[src/pnr_pkg.sv]
// Purpose: shared constants for pin remap and change notify block
// Assumes: 32-bit apb, two 16-pin ports, 24 remappable pins
// Notes: offsets are byte addresses within the route page
package pnr_pkg;
	localparam int NPORT = 2;
	localparam int PW = 16;
	localparam int NPIN = 32;
	localparam int NRP = 24;
	localparam int NIN = 23;
	localparam int NOUTF = 20;
	localparam int ISW = 5;
	localparam int OSW = 4;
	localparam int NINREG = 6;
	localparam int NOUTREG = 3;
	// port registers: index in paddr[7:4], port in paddr[8]
	localparam logic [3:0] REG_DIR = 4'h0;
	localparam logic [3:0] REG_LAT = 4'h1;
	localparam logic [3:0] REG_ANSEL = 4'h2;
	localparam logic [3:0] REG_PU = 4'h3;
	localparam logic [3:0] REG_PD = 4'h4;
	localparam logic [3:0] REG_CNCTL = 4'h5;
	localparam logic [3:0] REG_ENA = 4'h6;
	localparam logic [3:0] REG_STAT = 4'h7;
	localparam logic [3:0] REG_ENB = 4'h8;
	localparam logic [3:0] REG_FLAG = 4'h9;
	localparam logic [3:0] REG_LEVEL = 4'ha;
	localparam logic [3:0] REG_LAST = 4'ha;
	localparam logic [3:0] ROUTE_PAGE = 4'h2;
	localparam logic [7:0] OFF_IN_ROUTE = 8'h00;
	localparam logic [7:0] OFF_OUT_ROUTE = 8'h20;
	localparam logic [7:0] OFF_ROUTE_CTRL = 8'h40;
	localparam logic [7:0] OFF_UNLOCK = 8'h50;
	localparam int CN_ON_BIT = 15;
	localparam int CN_STYLE_BIT = 11;
	localparam int LOCK_BIT = 0;
	localparam logic [15:0] DIR_RST = 16'hffff;
	localparam logic [15:0] ANSEL_RST = 16'hffff;
	localparam logic [15:0] CNCTL_MASK = 16'h8800;
	localparam logic [4:0] RP_MAX = 5'h18;
	localparam logic [3:0] OUTF_MAX = 4'h0 + 4'(NOUTF - 16);
	localparam logic [31:0] KEY_FIRST = 32'haa99_6655;
	localparam logic [31:0] KEY_SECOND = 32'h5566_99aa;
	typedef enum logic [1:0] {
		PNR_OP_BASE, PNR_OP_CLR, PNR_OP_SET, PNR_OP_INV
	} pnr_op_t;
	typedef enum logic [1:0] {
		PNR_UL_IDLE, PNR_UL_KEY1, PNR_UL_OPEN
	} pnr_ulk_t;
endpackage

[src/pnr_cn_port.sv]
// Purpose: change detection, status and sticky flags for one port
// Assumes: pin levels synchronous to pclk, analog pins already zeroed
// Notes: hardware set beats software clear on flags and status
`timescale 1ns/1ps
module pnr_cn_port import pnr_pkg::*; (
	input wire logic pclk,
	input wire logic presetn,
	input wire logic [PW-1:0] level,
	input wire logic cn_on,
	input wire logic style,
	input wire logic [PW-1:0] en_a,
	input wire logic [PW-1:0] en_b,
	input wire logic [PW-1:0] dir,
	input wire logic rd_level,
	input wire logic flags_wr,
	input wire logic [PW-1:0] flags_wdata,
	output logic [PW-1:0] status_r,
	output logic [PW-1:0] flags_r,
	output logic irq_r
);
	logic [PW-1:0] prev_r;
	logic [PW-1:0] last_read_r;
	logic [PW-1:0] rise;
	logic [PW-1:0] fall;
	logic [PW-1:0] event_hit;

	assign rise = level & ~prev_r;
	assign fall = ~level & prev_r;
	always_comb begin
		if (!cn_on) begin
			event_hit = '0;
		end else if (style) begin
			// b/a pair: 01 rise, 10 fall, 11 both
			event_hit = (en_a & ~en_b & rise) | (en_b & ~en_a & fall) |
				(en_a & en_b & (rise | fall));
		end else begin
			event_hit = en_a & (level ^ last_read_r);
		end
	end

	always_ff @(posedge pclk or negedge presetn) begin
		if (!presetn) begin
			prev_r <= '0;
		end else begin
			prev_r <= level;
		end
	end

	always_ff @(posedge pclk or negedge presetn) begin
		if (!presetn) begin
			last_read_r <= '0;
		end else if (rd_level) begin
			last_read_r <= level;
		end
	end

	always_ff @(posedge pclk or negedge presetn) begin
		if (!presetn) begin
			status_r <= '0;
		end else begin
			status_r <= (rd_level ? '0 : status_r) |
				(cn_on ? (level ^ prev_r) : '0);
		end
	end

	always_ff @(posedge pclk or negedge presetn) begin
		if (!presetn) begin
			flags_r <= '0;
		end else begin
			flags_r <= (flags_wr ? flags_wdata : flags_r) | event_hit;
		end
	end

	always_ff @(posedge pclk or negedge presetn) begin
		if (!presetn) begin
			irq_r <= 1'b0;
		end else begin
			irq_r <= cn_on & |(flags_r & dir);
		end
	end
endmodule

[src/pnr_route_mux.sv]
// Purpose: decode input and output routing codes onto pins
// Assumes: remap pin n sits on pin index n-1
// Notes: purely combinational, the top registers every result
`timescale 1ns/1ps
module pnr_route_mux import pnr_pkg::*; (
	input wire logic [NPIN-1:0] pin_level,
	input wire logic [NIN*ISW-1:0] in_sel_flat,
	input wire logic [NRP*OSW-1:0] out_sel_flat,
	input wire logic [NOUTF-1:0] periph_out,
	output logic [NIN-1:0] periph_in_nxt,
	output logic [NPIN-1:0] rp_drive,
	output logic [NPIN-1:0] rp_active
);
	function automatic logic in_ok(input logic [ISW-1:0] s);
		return (s != 5'h00) && (s <= RP_MAX);
	endfunction

	function automatic logic out_ok(input logic [OSW-1:0] s);
		return s != 4'h0;
	endfunction

	genvar i;
	generate
		for (i = 0; i < NIN; i++) begin : g_in
			logic [ISW-1:0] s;
			assign s = in_sel_flat[i*ISW +: ISW];
			// unassigned and reserved codes read inactive low
			assign periph_in_nxt[i] = in_ok(s) ?
				pin_level[5'(s - 5'h01)] : 1'b0;
		end
		for (i = 0; i < NPIN; i++) begin : g_out
			if (i < NRP) begin : g_rp
				logic [OSW-1:0] s;
				logic [4:0] code;
				assign s = out_sel_flat[i*OSW +: OSW];
				assign code = {1'b0, s};
				assign rp_active[i] = out_ok(s);
				assign rp_drive[i] = out_ok(s) ?
					periph_out[5'(code - 5'h01)] : 1'b0;
			end else begin : g_fixed
				assign rp_active[i] = 1'b0;
				assign rp_drive[i] = 1'b0;
			end
		end
	endgenerate
endmodule

[src/pnr_top.sv]
// Purpose: apb register file, pin drive and routing for port pins
// Assumes: pins and peripheral outputs synchronous to pclk
// Notes: one access cycle per transfer, pready never waits
//
// Implementation choices: the APB register port and the register addresses.
`timescale 1ns/1ps
module pnr_top import pnr_pkg::*; (
	input wire logic pclk,
	input wire logic presetn,
	input wire logic psel,
	input wire logic penable,
	input wire logic pwrite,
	input wire logic [11:0] paddr,
	input wire logic [31:0] pwdata,
	output logic [31:0] prdata,
	output logic pready,
	output logic pslverr,
	input wire logic [NPIN-1:0] pin_in,
	output logic [NPIN-1:0] pin_out,
	output logic [NPIN-1:0] pin_oe,
	output logic [NPIN-1:0] pin_pullup,
	output logic [NPIN-1:0] pin_pulldown,
	input wire logic [NOUTF-1:0] periph_out,
	output logic [NIN-1:0] periph_in,
	output logic [NPORT-1:0] cn_irq
);
	logic [PW-1:0] dir_r [NPORT];
	logic [PW-1:0] lat_r [NPORT];
	logic [PW-1:0] ansel_r [NPORT];
	logic [PW-1:0] pu_r [NPORT];
	logic [PW-1:0] pd_r [NPORT];
	logic [PW-1:0] cnctl_r [NPORT];
	logic [PW-1:0] ena_r [NPORT];
	logic [PW-1:0] enb_r [NPORT];
	logic [PW-1:0] cn_status [NPORT];
	logic [PW-1:0] cn_flags [NPORT];
	logic [ISW-1:0] in_sel_r [NIN];
	logic [OSW-1:0] out_sel_r [NRP];
	logic lock_r;
	pnr_ulk_t ul_state_r;
	logic [31:0] prdata_r;
	logic pready_r;
	logic pslverr_r;
	logic [NPIN-1:0] pin_out_r, pin_oe_r, pin_pullup_r, pin_pulldown_r;
	logic [NIN-1:0] periph_in_r;
	logic [NPIN-1:0] pin_level, dir_all, lat_all, ansel_all, pu_all, pd_all;
	logic [NIN*ISW-1:0] in_sel_flat;
	logic [NRP*OSW-1:0] out_sel_flat;
	logic [NIN-1:0] periph_in_nxt;
	logic [NPIN-1:0] rp_drive, rp_active;
	logic [31:0] rdata_nxt;
	logic hit_nxt;
	logic xfer, wr;
	logic port_hit, route_pg;
	logic pi;
	logic [3:0] ridx;
	pnr_op_t op;
	logic [7:0] roff;

	function automatic logic [PW-1:0] alias_apply(input logic [PW-1:0] old,
		input logic [PW-1:0] w, input pnr_op_t o);
		unique case (o)
			PNR_OP_BASE: return w;
			PNR_OP_CLR: return old & ~w;
			PNR_OP_SET: return old | w;
			PNR_OP_INV: return old ^ w;
		endcase
	endfunction

	assign xfer = psel & penable & pready_r;
	assign wr = xfer & pwrite;
	assign pi = paddr[8];
	assign ridx = paddr[7:4];
	assign op = pnr_op_t'(paddr[3:2]);
	assign roff = paddr[7:0];
	assign port_hit = (paddr[11:9] == 3'h0) && (ridx <= REG_LAST);
	assign route_pg = (paddr[11:8] == ROUTE_PAGE);

	genvar g;
	generate
		for (g = 0; g < NPORT; g++) begin : g_port
			assign dir_all[g*PW +: PW] = dir_r[g];
			assign lat_all[g*PW +: PW] = lat_r[g];
			assign ansel_all[g*PW +: PW] = ansel_r[g];
			assign pu_all[g*PW +: PW] = pu_r[g];
			assign pd_all[g*PW +: PW] = pd_r[g];
			pnr_cn_port u_cn (
				.pclk(pclk),
				.presetn(presetn),
				.level(pin_level[g*PW +: PW]),
				.cn_on(cnctl_r[g][CN_ON_BIT]),
				.style(cnctl_r[g][CN_STYLE_BIT]),
				.en_a(ena_r[g]),
				.en_b(enb_r[g]),
				.dir(dir_r[g]),
				.rd_level(xfer && !pwrite && port_hit && pi == 1'(g) &&
					ridx == REG_LEVEL && op == PNR_OP_BASE),
				.flags_wr(wr && port_hit && pi == 1'(g) && ridx == REG_FLAG),
				.flags_wdata(alias_apply(cn_flags[g], pwdata[PW-1:0], op)),
				.status_r(cn_status[g]),
				.flags_r(cn_flags[g]),
				.irq_r(cn_irq[g])
			);
		end
		for (g = 0; g < NIN; g++) begin : g_inf
			assign in_sel_flat[g*ISW +: ISW] = in_sel_r[g];
		end
		for (g = 0; g < NRP; g++) begin : g_outf
			assign out_sel_flat[g*OSW +: OSW] = out_sel_r[g];
		end
	endgenerate

	// analog pins read low
	assign pin_level = pin_in & ~ansel_all;

	pnr_route_mux u_mux (
		.pin_level(pin_level),
		.in_sel_flat(in_sel_flat),
		.out_sel_flat(out_sel_flat),
		.periph_out(periph_out),
		.periph_in_nxt(periph_in_nxt),
		.rp_drive(rp_drive),
		.rp_active(rp_active)
	);

	// read data captured in setup phase
	always_comb begin
		rdata_nxt = '0;
		hit_nxt = 1'b0;
		if (port_hit) begin
			hit_nxt = 1'b1;
			if (op == PNR_OP_BASE) begin
				unique case (ridx)
					REG_DIR: rdata_nxt[PW-1:0] = dir_r[pi];
					REG_LAT: rdata_nxt[PW-1:0] = lat_r[pi];
					REG_ANSEL: rdata_nxt[PW-1:0] = ansel_r[pi];
					REG_PU: rdata_nxt[PW-1:0] = pu_r[pi];
					REG_PD: rdata_nxt[PW-1:0] = pd_r[pi];
					REG_CNCTL: rdata_nxt[PW-1:0] = cnctl_r[pi];
					REG_ENA: rdata_nxt[PW-1:0] = ena_r[pi];
					REG_STAT: rdata_nxt[PW-1:0] = cn_status[pi];
					REG_ENB: rdata_nxt[PW-1:0] = enb_r[pi];
					REG_FLAG: rdata_nxt[PW-1:0] = cn_flags[pi];
					default: rdata_nxt[PW-1:0] = pin_level[pi*PW +: PW];
				endcase
			end
		end else if (route_pg) begin
			for (int i = 0; i < NIN; i++) begin
				if (roff[7:5] == 3'h0 && roff[4:2] == 3'(i / 4)) begin
					hit_nxt = 1'b1;
					rdata_nxt[8*(i%4) +: ISW] = in_sel_r[i];
				end
			end
			for (int i = 0; i < NRP; i++) begin
				if (roff[7:5] == OFF_OUT_ROUTE[7:5] && roff[4:2] == 3'(i / 8)) begin
					hit_nxt = 1'b1;
					rdata_nxt[OSW*(i%8) +: OSW] = out_sel_r[i];
				end
			end
			if (roff == OFF_ROUTE_CTRL) begin
				hit_nxt = 1'b1;
				rdata_nxt[LOCK_BIT] = lock_r;
			end
			if (roff == OFF_UNLOCK) begin
				hit_nxt = 1'b1;
			end
		end
	end

	always_ff @(posedge pclk or negedge presetn) begin
		if (!presetn) begin
			pready_r <= 1'b0;
			pslverr_r <= 1'b0;
			prdata_r <= 32'h0000_0000;
		end else begin
			pready_r <= psel & ~penable;
			if (psel && !penable) begin
				prdata_r <= pwrite ? 32'h0000_0000 : rdata_nxt;
				pslverr_r <= ~hit_nxt;
			end
		end
	end

	always_ff @(posedge pclk or negedge presetn) begin
		if (!presetn) begin
			for (int p = 0; p < NPORT; p++) begin
				dir_r[p] <= DIR_RST;
				lat_r[p] <= '0;
				ansel_r[p] <= ANSEL_RST;
				pu_r[p] <= '0;
				pd_r[p] <= '0;
				cnctl_r[p] <= '0;
				ena_r[p] <= '0;
				enb_r[p] <= '0;
			end
		end else if (wr && port_hit) begin
			unique case (ridx)
				REG_DIR: dir_r[pi] <= alias_apply(dir_r[pi], pwdata[PW-1:0], op);
				REG_LAT: lat_r[pi] <= alias_apply(lat_r[pi], pwdata[PW-1:0], op);
				REG_ANSEL: ansel_r[pi] <= alias_apply(ansel_r[pi],
					pwdata[PW-1:0], op);
				REG_PU: pu_r[pi] <= alias_apply(pu_r[pi], pwdata[PW-1:0], op);
				REG_PD: pd_r[pi] <= alias_apply(pd_r[pi], pwdata[PW-1:0], op);
				REG_CNCTL: cnctl_r[pi] <= CNCTL_MASK &
					alias_apply(cnctl_r[pi], pwdata[PW-1:0], op);
				REG_ENA: ena_r[pi] <= alias_apply(ena_r[pi], pwdata[PW-1:0], op);
				REG_ENB: enb_r[pi] <= alias_apply(enb_r[pi], pwdata[PW-1:0], op);
				default: ;
			endcase
		end
	end

	// separate input and output route sets, both behind the lock
	always_ff @(posedge pclk or negedge presetn) begin
		if (!presetn) begin
			for (int i = 0; i < NIN; i++) in_sel_r[i] <= '0;
			for (int i = 0; i < NRP; i++) out_sel_r[i] <= '0;
		end else if (wr && route_pg && !lock_r) begin
			for (int i = 0; i < NIN; i++) begin
				if (roff[7:5] == 3'h0 && roff[4:2] == 3'(i / 4))
					in_sel_r[i] <= pwdata[8*(i%4) +: ISW];
			end
			for (int i = 0; i < NRP; i++) begin
				if (roff[7:5] == OFF_OUT_ROUTE[7:5] && roff[4:2] == 3'(i / 8))
					out_sel_r[i] <= pwdata[OSW*(i%8) +: OSW];
			end
		end
	end

	always_ff @(posedge pclk or negedge presetn) begin
		if (!presetn) begin
			ul_state_r <= PNR_UL_IDLE;
			lock_r <= 1'b0;
		end else if (wr && route_pg && roff == OFF_UNLOCK) begin
			if (pwdata == KEY_FIRST)
				ul_state_r <= PNR_UL_KEY1;
			else if (ul_state_r == PNR_UL_KEY1 && pwdata == KEY_SECOND)
				ul_state_r <= PNR_UL_OPEN;
			else
				ul_state_r <= PNR_UL_IDLE;
		end else if (wr && route_pg && roff == OFF_ROUTE_CTRL) begin
			if (ul_state_r == PNR_UL_OPEN)
				lock_r <= pwdata[LOCK_BIT];
			ul_state_r <= PNR_UL_IDLE;
		end
	end

	always_ff @(posedge pclk or negedge presetn) begin
		if (!presetn) begin
			pin_out_r <= '0;
			pin_oe_r <= '0;
		end else begin
			for (int i = 0; i < NPIN; i++) begin
				if (rp_active[i] && !ansel_all[i]) begin
					pin_out_r[i] <= rp_drive[i];
					pin_oe_r[i] <= 1'b1;
				end else begin
					pin_out_r[i] <= lat_all[i];
					pin_oe_r[i] <= ~dir_all[i];
				end
			end
		end
	end

	always_ff @(posedge pclk or negedge presetn) begin
		if (!presetn) begin
			pin_pullup_r <= '0;
			pin_pulldown_r <= '0;
			periph_in_r <= '0;
		end else begin
			pin_pullup_r <= pu_all;
			pin_pulldown_r <= pd_all;
			periph_in_r <= periph_in_nxt;
		end
	end

	assign prdata = prdata_r;
	assign pready = pready_r;
	assign pslverr = pslverr_r;
	assign pin_out = pin_out_r;
	assign pin_oe = pin_oe_r;
	assign pin_pullup = pin_pullup_r;
	assign pin_pulldown = pin_pulldown_r;
	assign periph_in = periph_in_r;
endmodule

[config.mk]
export PLATFORM = sky130hd
export DESIGN_NAME = pnr_top
export DESIGN_NICKNAME = d
export VERILOG_FILES = /design/src/pnr_pkg.sv /design/src/pnr_cn_port.sv /design/src/pnr_route_mux.sv /design/src/pnr_top.sv
export SDC_FILE = /design/constraint.sdc
export NUM_CORES = 2
export LEC_CHECK = 0
export BUFFER_PORTS_ARGS = -buffer_cell sky130_fd_sc_hd__buf_2
export CAP_MARGIN = 30
export CORE_MARGIN = 2
export CORE_UTILIZATION = 55
export DETAILED_ROUTE_END_ITERATION = 16
export PLACE_DENSITY_LB_ADDON = 0.2
export RECOVER_POWER = 25
export SLEW_MARGIN = 5
export SYNTH_ARGS = -nofsm -noshare
export SYNTH_HDL_FRONTEND = slang
export SYNTH_SLANG_ARGS = --single-unit
[constraint.sdc]
create_clock -name pclk -period 4.7 [get_ports pclk]
set_input_delay 0.235 -clock pclk [delete_from_list [all_inputs] [get_ports pclk]]
set_output_delay 0.235 -clock pclk [all_outputs]
set_load 0.01 [all_outputs]
; ---- After elaboration in Yosys (flattened, before gate mapping)
; Index checks and enable logic that the tools add are counted.
[word_totals]
ff_bits = 785
latchBits = 0
ramBits = 0
mem_bits_ro = 0
in_bits = 101
out_inout_bits = 187
wordCells = 861
mem_count = 0
[classes]
n_addsub = 47
mul = 0
div_mod_pow = 0
order_cmp = 73
eq_ne = 26
shifts = 1
mux = 336
n_bitwise = 118
n_reduce_logical = 177
[op_table]
columns = op, count
row1 = 2-to-1 mux 16 bit, 60
row2 = case mux 16 bit (4 select lines), 10
row3 = AND 16 bit, 30
row4 = OR 16 bit, 20
row5 = less-than comparator 5 x 6 -> 1 bit (second input constant), 47
row6 = bitwise mux 32 bit, 8
row7 = binary-select mux 1 bit (select 5 bit), 47
row8 = XOR 16 bit, 14
row9 = case mux 16 bit (10 select lines), 1
row10 = 2-to-1 mux 1 bit, 156
row11 = NOT 16 bit, 9
row12 = subtractor 4 x 1 -> 5 bit (second input constant), 24
row13 = less-or-equal comparator 5 bit (second input constant), 23
row14 = 2-to-1 mux 5 bit, 23
row15 = nonzero test 5 bit, 23
row16 = subtractor 5 x 1 -> 5 bit (second input constant), 23
row17 = 2-to-1 mux 4 bit, 24
row18 = nonzero test 4 bit, 24
row19 = logical AND 1 bit, 77
row20 = 2-to-1 mux 32 bit, 2
row21 = NOT 1 bit, 36
row22 = AND reduction 2 bit, 17
row23 = AND 32 bit, 1
row24 = equality test 32 x 31 -> 1 bit (second input constant), 1
row25 = 27 further kinds, 78

; ---- Longest topological paths before layout
[logic_depth]
word_depth = 16
mapped_depth = 11

; ---- Hierarchy
; From an unflattened synthesis, not the netlist that was laid out.
[hier_totals]
cells_unflattened = 5267
hier_area_um2 = 55954.9
[by_module_without_submodules]
columns = module, instances, cells_per_inst, area_each_um2
row1 = pnr_top, 1, 3177, 35547.8
row2 = pnr_route_mux, 1, 1404, 13290.2
row3 = pnr_cn_port, 2, 343, 3558.4

; ---- Least setup slack after synthesis
; OpenSTA, ideal clock, no wires.
[synth_path]
path_kind = register to register
start = reg in_sel_r, in the netlist in_sel_flat[45]
end = reg periph_in_r[9] (netlist: periph_in[9])
arrival_time_ns = 2.537
required_time_ns = 4.567
slack_ns = 2.030
stages_incl_launch_ff = 10
synth_period_minus_slack_ns = 2.670
cell_sequence = dfrtp_1 clkbuf_1 inv_1 ha_1 buf_1 mux4_2 nor2_1 or4b_2 nand2_1 nor4_1
[synth_via]
elab_chain_len = 4
elab_cells_between_ends = 7
[synth_rtl]
columns = element, line_no
row1 = from (decl), pnr_top.sv:37  ; logic [ISW-1:0] in_sel_r [NIN];
row2 = "from (signal, indexed assignment)", pnr_top.sv:221  ; in_sel_r[i] <= pwdata[8*(i%4) +: ISW];
row3 = subtractor 5 x 1 -> 5 bit, pnr_route_mux.sv:29  ; pin_level[5'(s - 5'h01)] : 1'b0;
row4 = binary-select mux 1 bit (select 5 bit), pnr_route_mux.sv:29
row5 = 2-to-1 mux 1 bit (not written as such), pnr_route_mux.sv:29
row6 = 2-to-1 mux 1 bit (*), pnr_route_mux.sv:28  ; assign periph_in_nxt[i] = in_ok(s) ?
row7 = via periph_in_nxt[9], pnr_top.sv:49  ; logic [NIN-1:0] periph_in_nxt;
row8 = to (signal assigned), pnr_top.sv:273  ; periph_in_r <= periph_in_nxt;
row9 = to (decl), pnr_top.sv:45  ; logic [NIN-1:0] periph_in_r;
; Mark *: on every way through the listed nets, which the timed path passes. The rest lies on a longest branch. The select of a mux whose other input is x is not followed.
; A chain may end at the register's enable or synchronous reset.

; ---- Worst setup path in the final report
[layout_path]
start = reg ansel_r, in the netlist ansel_all[7]
end = reg g_port[0].u_cn.flags_r[7]
[layout_via]
elab_chain_len = 10
elab_cells_between_ends = 16
[layout_rtl]
columns = element, line_no
row1 = from (decl), pnr_top.sv:29  ; logic [PW-1:0] ansel_r [NPORT];
row2 = "from (signal, indexed assignment)", pnr_top.sv:200  ; REG_ANSEL: ansel_r[pi] <= alias_apply(ansel_r[pi],
row3 = NOT 32 bit (*), pnr_top.sv:114  ; assign pin_level = pin_in & ~ansel_all;
row4 = AND 32 bit (*), pnr_top.sv:114
row5 = NOT 16 bit, pnr_cn_port.sv:28  ; assign fall = ~level & prev_r;
row6 = AND 16 bit, pnr_cn_port.sv:28
row7 = AND 16 bit or OR 16 bit (tied branches), "pnr_cn_port.sv:34, pnr_cn_port.sv:35"
row8 = OR 16 bit or AND 16 bit (tied branches), "pnr_cn_port.sv:34, pnr_cn_port.sv:35"
row9 = OR 16 bit, pnr_cn_port.sv:34  ; event_hit = (en_a & ~en_b & rise) | (en_b & ~en_a & fall) |
row10 = 2-to-1 mux 16 bit (*), pnr_cn_port.sv:32  ; end else if (style) begin
row11 = 2-to-1 mux 16 bit (*), pnr_cn_port.sv:30  ; if (!cn_on) begin
row12 = OR 16 bit (*), pnr_cn_port.sv:70  ; flags_r <= (flags_wr ? flags_wdata : flags_r) | event_hit;
row13 = to (signal assigned), pnr_cn_port.sv:70
row14 = to (decl), pnr_cn_port.sv:18  ; output logic [PW-1:0] flags_r,
; Mark *: on every way between the ends. The rest lies on a longest branch, timed or not.

==> reports/metrics.cfg <==
[yosys]
synthAdderAreaFrac_pct=9.79
synth_top_family_by_area=multiplexers
muxShareOfSynthArea_pct=18.3
synth-simple-area-share_pct=12.7
synth_area_leaders=dfrtp_1 (32%), mux4_2 (12%), ha_1 (9.8%), o21ai_0 (5.4%), a21oi_1 (4.7%)
synth_xor_area_share_pct=1.90
synth-seq-cells=757
synthFlopType=dfrtp_1
synth_cell_types=73
synth-edff-count=0
synthArstFlopShare_pct=100
syn_inst=5853
ys_seq_area_share_pct=34.9
avgSynthCellArea_um2=9.31
ys_warn_count=0
synth_fp_nets=6380
synth_top_area_share_pct=31.8
yosysTopAreaCell=dfrtp_1
synth_compound_area_share_pct=16.2
netlist_area_mm2=0.0545

[place]
place_area_mm2=0.0570
dp_hpwl_um=151000
gp_congestion=1.06
io_buffer_count=283

[run_status]
violations=max-capacitance violations, max-slew violations
status=finished with violations

[grt]
grt_pass1_vias=45069
grt_max_degree=166
grt_overflow_total=0
grt_pass1_wl_um=313000
grtUsageTotal_pct=42.2
antenna_found_initial=15

[final_layout]
final_cell_area_mm2=0.0603
final_common_cell=dfrtp_1
layout-drive-gt1-share_pct=17.8
largest_register_ffs=115
syn2layout_area_growth_pct=10.6
final_nets=6411
mostFrequentLayoutCells=dfrtp_1 (692), o21ai_0 (591), nand2_1 (568)

[critical_path]
critPathSlowestCell=inv_1
cp-end-kind=flop
path_delay_family=simple AND/OR/NAND/NOR gates
crit_type=flop to flop
critPathRequiredTime_ps=5240
timing.critical_path.buf_inv=1
crit_path_cell_trace=nand2b_2 -> inv_1 -> ha_1 -> nand3_1 -> o211ai_1 -> o21ai_0 -> a221o_1
arrival_ps=3950
max_stage_delay_ps=740
start_kind=flop
cp_max_fo=17

[route]
drc_errors=0
routed_wl_um=218000
drtAntennaViolNets=0
via_count=49377
via_per_inst=6.80
first_pass_iters=7
wl_per_cell_um=30.1
dr.first_iter.drc_count=7591

[timing]
timing.fmax_ghz=0.294
min_period_over_period_pct=72.5
clock_skew_ps=36.6
maxSlewViolCount=76
max_slew.worst_pin.slew_ps=2070
final_hold_viol_count=0
rsz0062_at_grt=no
finalSetupViolations=0
tns_ps=0
fin_crit_ps=3410
relSlewSlack_pct=-38.3

[floorplan]
die-width_um=319
start_util_pct=55.4
dieHeight_um=319
core.rowCount=115
die_area_mm2=0.102
core-area_mm2=0.0983
ioPinCount=288

[cts]
cts-root-buf=clkbuf_16
clock_sinks=757
cts_tree=built
cts_made_buffers=87
clk_pin_slew_worst_paths_ps=70
clk_path_buf_depth=3
cts_resized=0
h-tree-depth=3
clock_latency_ps=690

[pwr]
p_leak_nw=27.1
vdd_drop_max_mv=0.258
p_total_mw=16.0
power_density_mw_per_mm2=265

[hold_path]
hold_class=input pin to flop

[job]
cap_violations=2

cell type report:
class | instances | area [um^2]
timing repair buffer | 453 | 3020
clock buffer | 118 | 2510
inverter | 366 | 1370
sequential | 757 | 19000
multi-input combinational | 4219 | 32100
antenna | 13 | 32.5
tap | 1287 | 1610
clock inverter | 43 | 578
fill | 8339 | 38000
through the flow:
step	util, %	hold slack [ps]	worst slack [ps]	std cells
final	61.3	27.3	1290	7256
after global routing	61.3	27.5	1300	7244
after CTS	61.2	1.99	1220	7234
after detailed placement	58.0	291	1250	7064
after global placement	57.8	288	1300	7052
after floorplan	-	-60.6	2030	5853
cell usage after synthesis (19+ instances only):
cell	number
nor3b_1	33
a221o_1	38
buf_2	61
dfstp_2	64
ha_1	426
buf_1	37
a221oi_1	30
o22ai_1	68
nand2_1	569
nand2b_1	93
o211ai_1	58
o21ai_0	591
a22oi_1	25
nand3_1	67
o31ai_1	24
nor2_1	476
a21oi_1	507
clkbuf_1	410
nor4_1	19
xnor2_1	68
mux4_2	280
a211oi_1	74
nor2b_1	47
nor3_1	120
xor2_1	50
inv_1	366
o221ai_1	21
mux2_2	145
dfrtp_1	693
mux2i_1	201
report_power, final:
part | internal, mW | leakage [nW] | switching, mW
sequential | 6.55 | 9.92 | 0.0318
combinational | 0.584 | 15.7 | 1.36
clock | 4.42 | 1.51 | 3.03
worst register-to-register path, stage by stage, from the launching register on:
cell and delay (ps):
dfstp_2 580, nand2b_2 730, inv_1 790, ha_1 560, nand3_1 80, o211ai_1 100
o21ai_0 120, a221o_1 320
layer usage:
layer  wire length [um]  up-vias  GRT usage [%]
met5                 44        -         0.0946
met4              17300        8           28.3
met3              32900      835           16.1
met1              80300    23937           55.5
li1                   -    20936              -
met2              87900     3661           57.5
repair_timing:
item,in CTS,in global routing
hold buffers,9,0
buffers inserted,0,0
endpoints found under the hold margin,89,0
worst paths after layout:
check                              from                        end  slack (ps)  cells past startpoint
hold / removal                pwdata[0]                     lock_r          30                      2
setup reg to reg           ansel_all[7]  g_port[0].u_cn.flags_r[7]        1290                      7
min in group asynchronous       presetn   g_port[1].u_cn.prev_r[8]         160                      2
max in group asynchronous       presetn              periph_in[13]        2130                      3
hold reg to reg              pd_all[11]           pin_pulldown[11]         390                      0
setup / recovery           ansel_all[7]  g_port[0].u_cn.flags_r[7]        1290                      7
cells by family (layout without fill, tap and decap cells):
group / Yosys count / after routing
AO/OA/AOI/OAI: 1523 / 1523
adder cells (fa/ha/maj): 426 / 426
flip-flops: 757 / 757
other: 0 / 13
multiplexers: 626 / 626
buffers and inverters: 877 / 980
AND/OR/NAND/NOR: 1526 / 1526
XOR/XNOR: 118 / 118
Note: power is estimated with default switching activity, not from simulation.
